`config.mk`:
```
export PLATFORM = sky130hd
export DESIGN_NAME = sac_core
export DESIGN_NICKNAME = d
export VERILOG_FILES = /design/src/sac_pkg.sv /design/src/sac_core.sv
export SDC_FILE = /design/constraint.sdc
export NUM_CORES = 1
export LEC_CHECK = 0
export ABC_AREA = 1
export BUFFER_PORTS_ARGS = -buffer_cell sky130_fd_sc_hd__clkbuf_2
export CORE_MARGIN = 2
export CORE_UTILIZATION = 50
export DETAILED_ROUTE_END_ITERATION = 7
export PLACE_DENSITY_LB_ADDON = 0.15
export SYNTH_ARGS = -nofsm -noshare
export SYNTH_HDL_FRONTEND = slang
export SYNTH_SLANG_ARGS = --single-unit
```
`constraint.sdc`:
```
create_clock -name ref_clk -period 16.35 [get_ports ref_clk]
set_input_delay 0.8175 -clock ref_clk [delete_from_list [all_inputs] [get_ports ref_clk]]
set_output_delay 0.8175 -clock ref_clk [all_outputs]
set_load 0.1 [all_outputs]
```
`src/sac_pkg.sv`:
```
// =====================================================================
// serial port control package: register map, field positions, widths
// Contract
// - audio enabled forces effective clock polarity to one
// - framed mode: sync pulse with first bit clock, or one bit ahead
// - deep buffer enable writable only while port is off
// - peripheral on bit switches the whole port on and off
// - serial_out_release gives the data output pin back to the port
// - audio widths 11 and 10: 24 or 32 data bits, 32 channel, 64 frame
// - audio widths 01 and 00: 16 data, 32/64 or 16/32 channel/frame
// - plain mode word width is 32, 16 or 8 bits
// - master samples at end or middle of output time per phase bit
// - slave always samples at middle of output time
// - clock edge bit picks the edge on which output data changes
// - slave uses slave select pin when slave_select_use is one
// - clock polarity picks idle high or idle low serial clock
// - master_select picks master (one) or slave (zero) operation
// - audio_protocol_enable switches to audio protocol operation
// assumes a single ref_clk domain; pins are synchronised in the core
// =====================================================================
`default_nettype none
package sac_pkg;
   // register byte offsets
   localparam logic [7:0] SAC_CTRL_OFS   = 8'h00;
   localparam logic [7:0] SAC_CTRL2_OFS  = 8'h04;
   localparam logic [7:0] SAC_STAT_OFS   = 8'h08;
   localparam logic [7:0] SAC_TXD_OFS    = 8'h0C;
   localparam logic [7:0] SAC_RXD_OFS    = 8'h10;
   // control field positions
   localparam int SAC_FRAME_EN   = 31;
   localparam int SAC_FSE        = 17;
   localparam int SAC_DEEP_BUF   = 16;
   localparam int SAC_ON         = 15;
   localparam int SAC_HALT_IDLE  = 13;
   localparam int SAC_OUT_REL    = 12;
   localparam int SAC_WSEL_HI    = 11;
   localparam int SAC_WSEL_LO    = 10;
   localparam int SAC_SAMPLE_PHASE = 9;
   localparam int SAC_CKE        = 8;
   localparam int SAC_SS_USE     = 7;
   localparam int SAC_CPOL       = 6;
   localparam int SAC_MASTER     = 5;
   localparam int SAC_AUDIO_EN   = 7;
   localparam logic [31:0] SAC_CTRL_MASK  = 32'h8003_BFE0;
   localparam logic [31:0] SAC_CTRL2_MASK = 32'h0000_0080;
   localparam logic [31:0] SAC_RESET_VAL  = 32'h0000_0000;
   // status field positions
   localparam int SAC_ST_BUSY    = 0;
   localparam int SAC_ST_RXFULL  = 1;
   localparam int SAC_ST_RUN     = 2;
   // widths in bits
   localparam logic [6:0] SAC_W8  = 7'd8;
   localparam logic [6:0] SAC_W16 = 7'd16;
   localparam logic [6:0] SAC_W24 = 7'd24;
   localparam logic [6:0] SAC_W32 = 7'd32;
   localparam logic [6:0] SAC_W64 = 7'd64;
   // bus answers
   localparam logic [1:0] SAC_OKAY   = 2'b00;
   localparam logic [1:0] SAC_SLVERR = 2'b10;
   // serial clock half period in ref_clk cycles
   localparam int SAC_HALF_DIV = 4;
   // idle levels of the synchronised pins {select, data in, clock in}
   localparam logic [2:0] SAC_PIN_IDLE = 3'b100;
endpackage
`default_nettype wire

```
`src/sac_core.sv`:
```
// serial audio control port: register file, master and slave shifter
// assumes AXI4-Lite master on ref_clk; pins come from outside the domain
`default_nettype none
module sac_core #(
   parameter int HALF_DIV = sac_pkg::SAC_HALF_DIV
) (
   // clock, reset, enable
   input  wire logic        ref_clk,
   input  wire logic        reset,
   input  wire logic        clk_en,
   // device idle request
   input  wire logic        idle_mode,
   // axi4-lite write
   input  wire logic [7:0]  awaddr,
   input  wire logic        awvalid,
   output logic             awready,
   input  wire logic [31:0] wdata,
   input  wire logic [3:0]  wstrb,
   input  wire logic        wvalid,
   output logic             wready,
   output logic [1:0]       bresp,
   output logic             bvalid,
   input  wire logic        bready,
   // axi4-lite read
   input  wire logic [7:0]  araddr,
   input  wire logic        arvalid,
   output logic             arready,
   output logic [31:0]      rdata,
   output logic [1:0]       rresp,
   output logic             rvalid,
   input  wire logic        rready,
   // serial clock pin
   input  wire logic        sck_i,
   output logic             sck_o,
   output logic             sck_oe,
   // serial data pins
   input  wire logic        sdi_i,
   output logic             serial_out_pin_o,
   output logic             serial_out_pin_oe,
   // slave select / frame sync pin
   input  wire logic        slave_select_pin_i,
   output logic             slave_select_pin_o,
   output logic             slave_select_pin_oe
);
   import sac_pkg::*;

   // below four cycles per half the pin sync cannot deliver the
   // middle sample in time
   if (HALF_DIV < 4 || HALF_DIV > 255) begin : g_bad_div
      $error("HALF_DIV out of range");
   end

   // ==================================================================
   // register file
   logic [31:0] ctrl_r;
   logic [31:0] ctrl2_r;
   logic [31:0] txd_r;
   logic [31:0] rxd_r;
   logic        rx_full_r;
   logic        busy_r;
   logic        aw_hold_r;
   logic        w_hold_r;
   logic [7:0]  aw_addr_r;
   logic [31:0] w_data_r;
   logic [3:0]  w_strb_r;
   logic        do_write;
   logic        tx_load;
   logic        rx_read;
   logic        rx_done;
   logic [31:0] rx_word;
   logic [31:0] wmask;
   logic        on;
   logic        run;

   assign awready  = ~aw_hold_r & ~bvalid;
   assign wready   = ~w_hold_r & ~bvalid;
   assign do_write = aw_hold_r & w_hold_r & ~bvalid & clk_en;
   assign wmask    = {{8{w_strb_r[3]}}, {8{w_strb_r[2]}},
                      {8{w_strb_r[1]}}, {8{w_strb_r[0]}}};
   assign tx_load  = do_write && aw_addr_r == SAC_TXD_OFS;

   always_ff @(posedge ref_clk or posedge reset) begin
      if (reset) begin
         aw_hold_r <= 1'b0;
         w_hold_r  <= 1'b0;
         aw_addr_r <= 8'h00;
         w_data_r  <= 32'h0000_0000;
         w_strb_r  <= 4'h0;
         bvalid    <= 1'b0;
         bresp     <= SAC_OKAY;
      end else if (clk_en) begin
         if (awvalid && awready) begin
            aw_hold_r <= 1'b1;
            aw_addr_r <= awaddr;
         end
         if (wvalid && wready) begin
            w_hold_r <= 1'b1;
            w_data_r <= wdata;
            w_strb_r <= wstrb;
         end
         if (do_write) begin
            aw_hold_r <= 1'b0;
            w_hold_r  <= 1'b0;
            bvalid    <= 1'b1;
            case (aw_addr_r)
               SAC_CTRL_OFS, SAC_CTRL2_OFS, SAC_STAT_OFS,
               SAC_TXD_OFS, SAC_RXD_OFS: bresp <= SAC_OKAY;
               default:                  bresp <= SAC_SLVERR;
            endcase
         end else if (bvalid && bready) begin
            bvalid <= 1'b0;
         end
      end
   end

   // ctrl writes; deep buffer and audio enable frozen while on
   logic [31:0] ctrl_wmask;
   always_comb begin
      ctrl_wmask = wmask & SAC_CTRL_MASK;
      if (ctrl_r[SAC_ON]) begin
         ctrl_wmask[SAC_DEEP_BUF] = 1'b0;
      end
   end

   always_ff @(posedge ref_clk or posedge reset) begin
      if (reset) begin
         ctrl_r  <= SAC_RESET_VAL;
         ctrl2_r <= SAC_RESET_VAL;
         txd_r   <= SAC_RESET_VAL;
      end else if (do_write) begin
         case (aw_addr_r)
            SAC_CTRL_OFS:
               ctrl_r <= (ctrl_r & ~ctrl_wmask) | (w_data_r & ctrl_wmask);
            SAC_CTRL2_OFS: begin
               // audio enable is a configuration bit: only while off
               if (!ctrl_r[SAC_ON]) begin
                  ctrl2_r <= (ctrl2_r & ~(wmask & SAC_CTRL2_MASK))
                           | (w_data_r & wmask & SAC_CTRL2_MASK);
               end
            end
            SAC_TXD_OFS: txd_r <= (txd_r & ~wmask) | (w_data_r & wmask);
            default: ;
         endcase
      end
   end

   // read channel; reading rx data empties it
   assign arready = ~rvalid;
   assign rx_read = clk_en && arvalid && arready && araddr == SAC_RXD_OFS;

   always_ff @(posedge ref_clk or posedge reset) begin
      if (reset) begin
         rvalid <= 1'b0;
         rdata  <= 32'h0000_0000;
         rresp  <= SAC_OKAY;
      end else if (clk_en) begin
         if (arvalid && arready) begin
            rvalid <= 1'b1;
            rresp  <= SAC_OKAY;
            case (araddr)
               SAC_CTRL_OFS:  rdata <= ctrl_r;
               SAC_CTRL2_OFS: rdata <= ctrl2_r;
               SAC_STAT_OFS:  rdata <= {29'h000_0000, run,
                                        rx_full_r, busy_r};
               SAC_TXD_OFS:   rdata <= txd_r;
               SAC_RXD_OFS:   rdata <= rxd_r;
               default: begin
                  rdata <= 32'h0000_0000;
                  rresp <= SAC_SLVERR;
               end
            endcase
         end else if (rvalid && rready) begin
            rvalid <= 1'b0;
         end
      end
   end

   // a completed word sets the flag even in the cycle it is read
   always_ff @(posedge ref_clk or posedge reset) begin
      if (reset) begin
         rx_full_r <= 1'b0;
         rxd_r     <= 32'h0000_0000;
      end else if (clk_en) begin
         if (rx_done) begin
            rx_full_r <= 1'b1;
            rxd_r     <= rx_word;
         end else if (rx_read) begin
            rx_full_r <= 1'b0;
         end
      end
   end

   // ==================================================================
   // effective configuration
   logic       master;
   logic       audio;
   logic       cpol_eff;
   logic       cke;
   logic       phase_eff;
   logic       framed;
   logic       lead;
   logic [6:0] data_bits;
   logic [6:0] chan_bits;
   logic [6:0] total_bits;

   assign on       = ctrl_r[SAC_ON];
   assign run      = on & ~(ctrl_r[SAC_HALT_IDLE] & idle_mode);
   assign master   = ctrl_r[SAC_MASTER];
   assign audio    = ctrl2_r[SAC_AUDIO_EN];
   assign cpol_eff = audio | ctrl_r[SAC_CPOL];
   assign cke      = ctrl_r[SAC_CKE];
   assign phase_eff = master & ctrl_r[SAC_SAMPLE_PHASE];
   assign framed   = ctrl_r[SAC_FRAME_EN];
   assign lead     = framed & ctrl_r[SAC_FSE];

   always_comb begin
      if (audio) begin
         case ({ctrl_r[SAC_WSEL_HI], ctrl_r[SAC_WSEL_LO]})
            2'b11: data_bits = SAC_W24;
            2'b10: data_bits = SAC_W32;
            default: data_bits = SAC_W16;
         endcase
         chan_bits = (ctrl_r[SAC_WSEL_HI] | ctrl_r[SAC_WSEL_LO])
                   ? SAC_W32 : SAC_W16;
         total_bits = {chan_bits[5:0], 1'b0};
      end else begin
         if (ctrl_r[SAC_WSEL_HI]) begin
            data_bits = SAC_W32;
         end else if (ctrl_r[SAC_WSEL_LO]) begin
            data_bits = SAC_W16;
         end else begin
            data_bits = SAC_W8;
         end
         chan_bits  = data_bits;
         total_bits = data_bits;
      end
   end

   // bit on the wire for data position pos; audio left-justifies in
   // each channel and pads with zeros, both channels carry the word
   function automatic logic out_bit(input logic [31:0] w,
                                    input logic [6:0] pos,
                                    input logic [6:0] dbits,
                                    input logic [6:0] cbits);
      logic [6:0] cidx;
      logic [6:0] sel;
      cidx = (pos >= cbits) ? pos - cbits : pos;
      sel  = dbits - 7'd1 - cidx;
      out_bit = (cidx < dbits) ? w[sel[4:0]] : 1'b0;
   endfunction

   // ==================================================================
   // pin synchronisers: a change counts once stages two and three agree
   logic [2:0] pin_raw;
   logic [2:0] pin_s1;
   logic [2:0] pin_s2;
   logic [2:0] pin_s3;
   logic [2:0] pin_f;
   assign pin_raw = {slave_select_pin_i, sdi_i, sck_i};

   genvar gi;
   generate
      for (gi = 0; gi < 3; gi++) begin : g_sync
         always_ff @(posedge ref_clk or posedge reset) begin
            if (reset) begin
               // reset to the idle level: no false select edge
               pin_s1[gi] <= SAC_PIN_IDLE[gi];
               pin_s2[gi] <= SAC_PIN_IDLE[gi];
               pin_s3[gi] <= SAC_PIN_IDLE[gi];
               pin_f[gi]  <= SAC_PIN_IDLE[gi];
            end else if (clk_en) begin
               pin_s1[gi] <= pin_raw[gi];
               pin_s2[gi] <= pin_s1[gi];
               pin_s3[gi] <= pin_s2[gi];
               if (pin_s2[gi] == pin_s3[gi]) begin
                  pin_f[gi] <= pin_s3[gi];
               end
            end
         end
      end
   endgenerate

   logic sck_f;
   logic sdi_f;
   logic ss_n_f;
   logic sck_prev_r;
   assign sck_f  = pin_f[0];
   assign sdi_f  = pin_f[1];
   assign ss_n_f = pin_f[2];

   // ==================================================================
   // shifter, shared by master and slave roles
   logic [7:0]  div_r;
   logic        half_r;
   logic [6:0]  pos_r;
   logic        lead_r;
   logic [31:0] shift_r;
   logic [31:0] rxs_r;
   logic        sdo_r;
   logic        tick;
   logic        selected;
   logic        s_lead_edge;
   logic        s_trail_edge;
   logic        s_sample;
   logic        s_change;
   logic        m_sample;
   logic        in_data;
   logic [6:0]  last_pos;
   logic [6:0]  cidx_now;

   assign tick     = div_r == 8'(HALF_DIV - 1);
   assign last_pos = total_bits - 7'd1;
   assign cidx_now = (pos_r >= chan_bits) ? pos_r - chan_bits : pos_r;
   assign in_data  = cidx_now < data_bits;
   // pin sync lags four cycles: middle sample one cycle into the
   // second half, end sample at the end of the bit; frozen in halt
   assign m_sample = run & busy_r & master & ~lead_r & half_r
                   & (phase_eff ? tick : div_r == 8'h00);
   assign selected = ~ctrl_r[SAC_SS_USE] | ~ss_n_f;
   assign s_lead_edge  = (sck_f != cpol_eff) & (sck_prev_r == cpol_eff);
   assign s_trail_edge = (sck_f == cpol_eff) & (sck_prev_r != cpol_eff);
   // slave samples opposite the change edge: middle of output time
   assign s_sample = run & ~master & selected
                   & (cke ? s_lead_edge : s_trail_edge);
   assign s_change = run & ~master & selected
                   & (cke ? s_trail_edge : s_lead_edge);
   assign rx_done  = (m_sample | s_sample) & (pos_r == last_pos);
   assign rx_word  = in_data ? {rxs_r[30:0], sdi_f} : rxs_r;

   always_ff @(posedge ref_clk or posedge reset) begin
      if (reset) begin
         sck_prev_r <= 1'b0;
         div_r      <= 8'h00;
         half_r     <= 1'b0;
         pos_r      <= 7'd0;
         lead_r     <= 1'b0;
         busy_r     <= 1'b0;
         shift_r    <= 32'h0000_0000;
         rxs_r      <= 32'h0000_0000;
         sdo_r      <= 1'b0;
      end else if (clk_en) begin
         sck_prev_r <= sck_f;
         if (!on) begin
            // off: all but the transmit word shift_r back to a clean idle state
            div_r  <= 8'h00;
            half_r <= 1'b0;
            pos_r  <= 7'd0;
            lead_r <= 1'b0;
            busy_r <= 1'b0;
            rxs_r  <= 32'h0000_0000;
            sdo_r  <= 1'b0;
         end else if (!run) begin
            // idle halt freezes the shifter where it stands
         end else if (master) begin
            if (!busy_r) begin
               if (tx_load) begin
                  busy_r  <= 1'b1;
                  div_r   <= 8'h00;
                  half_r  <= 1'b0;
                  pos_r   <= 7'd0;
                  lead_r  <= lead;
                  shift_r <= w_data_r;
                  sdo_r   <= lead ? 1'b0
                           : out_bit(w_data_r, 7'd0, data_bits, chan_bits);
               end
            end else begin
               div_r <= tick ? 8'h00 : div_r + 8'h01;
               if (m_sample && in_data) begin
                  rxs_r <= rx_word;
               end
               if (tick) begin
                  half_r <= ~half_r;
                  if (half_r) begin
                     if (lead_r) begin
                        lead_r <= 1'b0;
                        sdo_r  <= out_bit(shift_r, 7'd0, data_bits,
                                          chan_bits);
                     end else if (pos_r == last_pos) begin
                        busy_r <= 1'b0;
                        pos_r  <= 7'd0;
                     end else begin
                        pos_r <= pos_r + 7'd1;
                        sdo_r <= out_bit(shift_r, pos_r + 7'd1,
                                         data_bits, chan_bits);
                     end
                  end
               end
            end
         end else begin
            if (tx_load) begin
               shift_r <= w_data_r;
            end
            if (!selected) begin
               pos_r  <= 7'd0;
               busy_r <= 1'b0;
               sdo_r  <= out_bit(shift_r, 7'd0, data_bits, chan_bits);
            end else begin
               if (s_sample) begin
                  busy_r <= pos_r != last_pos;
                  pos_r  <= (pos_r == last_pos) ? 7'd0 : pos_r + 7'd1;
                  if (in_data) begin
                     rxs_r <= rx_word;
                  end
               end
               if (s_change) begin
                  sdo_r <= out_bit(shift_r, pos_r, data_bits, chan_bits);
               end
            end
         end
      end
   end

   // ==================================================================
   // pin drive
   logic sck_active;
   assign sck_active = busy_r & ~lead_r & (cke ? half_r : ~half_r);

   always_comb begin
      sck_o  = cpol_eff ^ sck_active;
      sck_oe = on & master;
      serial_out_pin_o  = sdo_r;
      serial_out_pin_oe = on & ~ctrl_r[SAC_OUT_REL];
      // frame sync high for one bit: the lead bit or the first bit
      slave_select_pin_o = framed
                         ? busy_r & (lead_r | (~lead & pos_r == 7'd0))
                         : ~busy_r;
      slave_select_pin_oe = on & master;
   end
endmodule
`default_nettype wire

```
==> out/metrics.cfg <==
[routing]
ant_nets=0
wirelength_um=32800
post_drt_wl_per_cell_um=16.8
vias=10411
drt_iter0_drc=925
vias_per_cell=5.33
dr.pass1.iters=5
drc=0

[clock_network]
cts_hold_buf=0
clock_path_buffers=3
post-cts-setup-buffers=0
cts.sinks=257
cts_resized=0
clk-insertion-delay-late_ps=540
cts-root-buf=clkbuf_16
numCtsBuffers=28
clkSlewWorstSetupHoldPaths_ps=60
cts_tree=built
cts.htree.levels=1

[power]
seqPwrFrac_pct=44.0
p_total_w=0.00169
vdd_drop_max_v=0.000140
clockPowerShare_pct=36.1
p_per_area_nw_per_um2=118
p_sw_share_pct=32.2
share_comb_of_total_power_pct=20.0
p_sw_w=0.000544
p_leak_nw=6.93
p_int_w=0.00114

[logic_synthesis]
synth_top_family_by_area=simple AND/OR/NAND/NOR gates
synth-xor-area-share_pct=1.04
synthSimpleGateAreaFrac_pct=21.0
synth_area_per_cell_sq_um=8.31
ys_top_cells_by_area=dfrtp_1 (50%), nand2_1 (11%), o21ai_0 (8.6%)
synthesis.area_sq_um=12700
yosysSeqAreaShare_pct=50.7
synth.mux.area_fraction_pct=3.39
synth_async_sr_flop_share_pct=100
synth.distinct_cells=51
yosys_warnings=0
synthAdderAreaFrac_pct=2.78
netlist_instances=1526
yosysTopAreaCell=dfrtp_1
ys_ff_latch=257
synth_compound_area_share_pct=13.4
ys.flop_type=dfrtp_1
synth_top_cell_area_share_pct=49.9
synth_edf_count=0

[timing]
hold_viol=0
fin_crit_ps=4390
post-route-period-util_pct=26.9
tightest_slew_ps=1090
skew_ps=15.2
max_slew_margin_pct=27.0
setup_viol=0
fmax_ghz=0.228
rsz0062_at_grt=no
setup_tns_ps=0
slew_violations=0

[setup_path]
cp-end-kind=flop
cp_max_fo=66
cp_data_arrival_time_ps=4810
worstPathRequired_ps=16770
cp-start-kind=flop
path_class=flop to flop

[floorplanning]
rows=58
die_area_sq_um=26700
core-area_sq_um=25000
initial_core_util_pct=50.7
die-height_um=163
die_w_um=163
pin_count=111

[grt]
grt_pass1_wl_um=53700
grtUsageTotal_pct=25.5
globalRoute.totalOverflow=0
grt_pass1_vias=10018
grt_max_degree=132
grt_antenna_before_repair=0

[placed_design]
port-buffer-count=108
dpl.hpwl_um=23300
place.gp.congestion=0.884
dpl_cell_area_sq_um=13400

[cells_and_area]
layout.nets=1695
drive_gt1_share_pct=13.7
diodes=0
postLayoutCellArea_sq_um=14300
synthToLayoutAreaGrowth_pct=12.4

[min_path]
hp-class=input port to async pin

[outcome]
outcome=finished clean

[flow_run]
max-cap-violations=0

## cell usage after synthesis (2+ instances only)
cell type  number
nand2_1       384
o211ai_1        4
nand4_1         9
fa_1            2
nor2_1         97
o41ai_1         3
a31oi_1         4
inv_1         158
nor2_4          2
ha_1           25
dfrtp_1       253
buf_6           4
nor4_1          3
buf_1           4
xnor2_1         5
o21ai_0       218
mux2_2         35
xor2_1         10
buf_2          12
o22ai_1         7
inv_2           6
nor3_1          8
a21oi_1        57
buf_4           6
nand3_2         4
dfstp_2         4
clkbuf_1       42
nand3_1       119
o21bai_1        2
a221oi_1       15
nand2_2         3
nor2_2          2
## path summary, 6_finish.rpt
check	startpoint	to	slack (ps)	cells after the start
worst min-delay path	reset	w_data_r[25]	430	2
worst min register to register	pin_s3[2]	pin_s3[2]	470	2
worst max-delay path	flop	rxs_r[5]	11960	23
max in group asynchronous	reset	rxd_r[7]	14520	3
worst max register to register	flop	rxs_r[5]	11960	23
min in group ref_clk	pin_s3[2]	pin_s3[2]	470	2
## cell type report
class / instances / area, sq um
clock inverters: 4 / 45.0
inverters: 165 / 627
well taps: 330 / 413
multi-input cells: 1035 / 5310
flip-flops and latches: 257 / 6440
clock buffers: 45 / 826
fillers: 2314 / 10800
repair buffers: 117 / 608
## layout by cell type (no fill, tap or decap), types with 3 or more instances in the layout
cell type    n
nand2_1    383
dfrtp_1    253
o21ai_0    218
inv_1      156
nand3_1    117
clkbuf_2   108
nor2_1      97
a21oi_1     57
mux2_2      35
clkbuf_16   29
ha_1        25
a221oi_1    15
clkbuf_1    12
xor2_1      10
nand4_1      9
buf_4        9
nor3_1       8
inv_2        7
o22ai_1      7
nand3_2      6
xnor2_1      5
a31oi_1      4
o211ai_1     4
nand2_2      4
clkbuf_8     4
dfstp_2      4
nor4_1       3
o41ai_1      3
clkinv_2     3
## through the flow
step,instances,hold slack (ps),util (%),setup slack (ps)
after floorplan,1527,449,-,8470
after global placement,1904,457,53.5,12170
after detailed placement,1904,462,53.5,12000
after CTS,1953,463,57.0,11980
after global routing,1953,487,57.0,11490
final,1953,427,57.0,11960
## cell families after synthesis
| logic type | after synthesis |
|---|---|
| mux | 38 |
| buf+inv | 235 |
| fa+ha+maj | 27 |
| compound gates | 316 |
| other cells | 1 |
| xor+xnor | 15 |
| flops | 257 |
| simple gates | 637 |
## power groups by stage
stage	Sequential [W]	Combinational (W)	Clock (W)
after floorplan	0.000766	0.000221	0
after detailed placement	0.000752	0.000340	0
after global routing	0.000750	0.000379	0.000647
after CTS	0.000741	0.000342	0.000619
final	0.000742	0.000337	0.000609
after global placement	0.000751	0.000335	0
## layer usage
| layer | part of all wire (%) | GRT usage [%] |
|---|---|---|
| met5 | 0 | 0 |
| met4 | 2.8 | 7.92 |
| met1 | 45 | 36.5 |
| met3 | 6.4 | 3.38 |
| met2 | 46 | 40.4 |
## worst max-delay path, stage by stage, from the launching register on
cell and delay (ps):
dfrtp_1 470, nor2_1 100, nand2_1 200, inv_1 100, ha_1 220, fa_1 380
nor2_1 150, nor3_1 70, o21ai_2 130, nand2_1 110, o21ai_0 130, ha_1 270
inv_1 60, o21bai_1 60, a21oi_1 150, nand2_2 70, buf_4 290, o21ai_0 260
nand2_1 120, nor2_4 80, buf_4 400, inv_2 250, nand2_1 120, nand2_1 50
No activity file was read; power rests on OpenSTA's default activity.
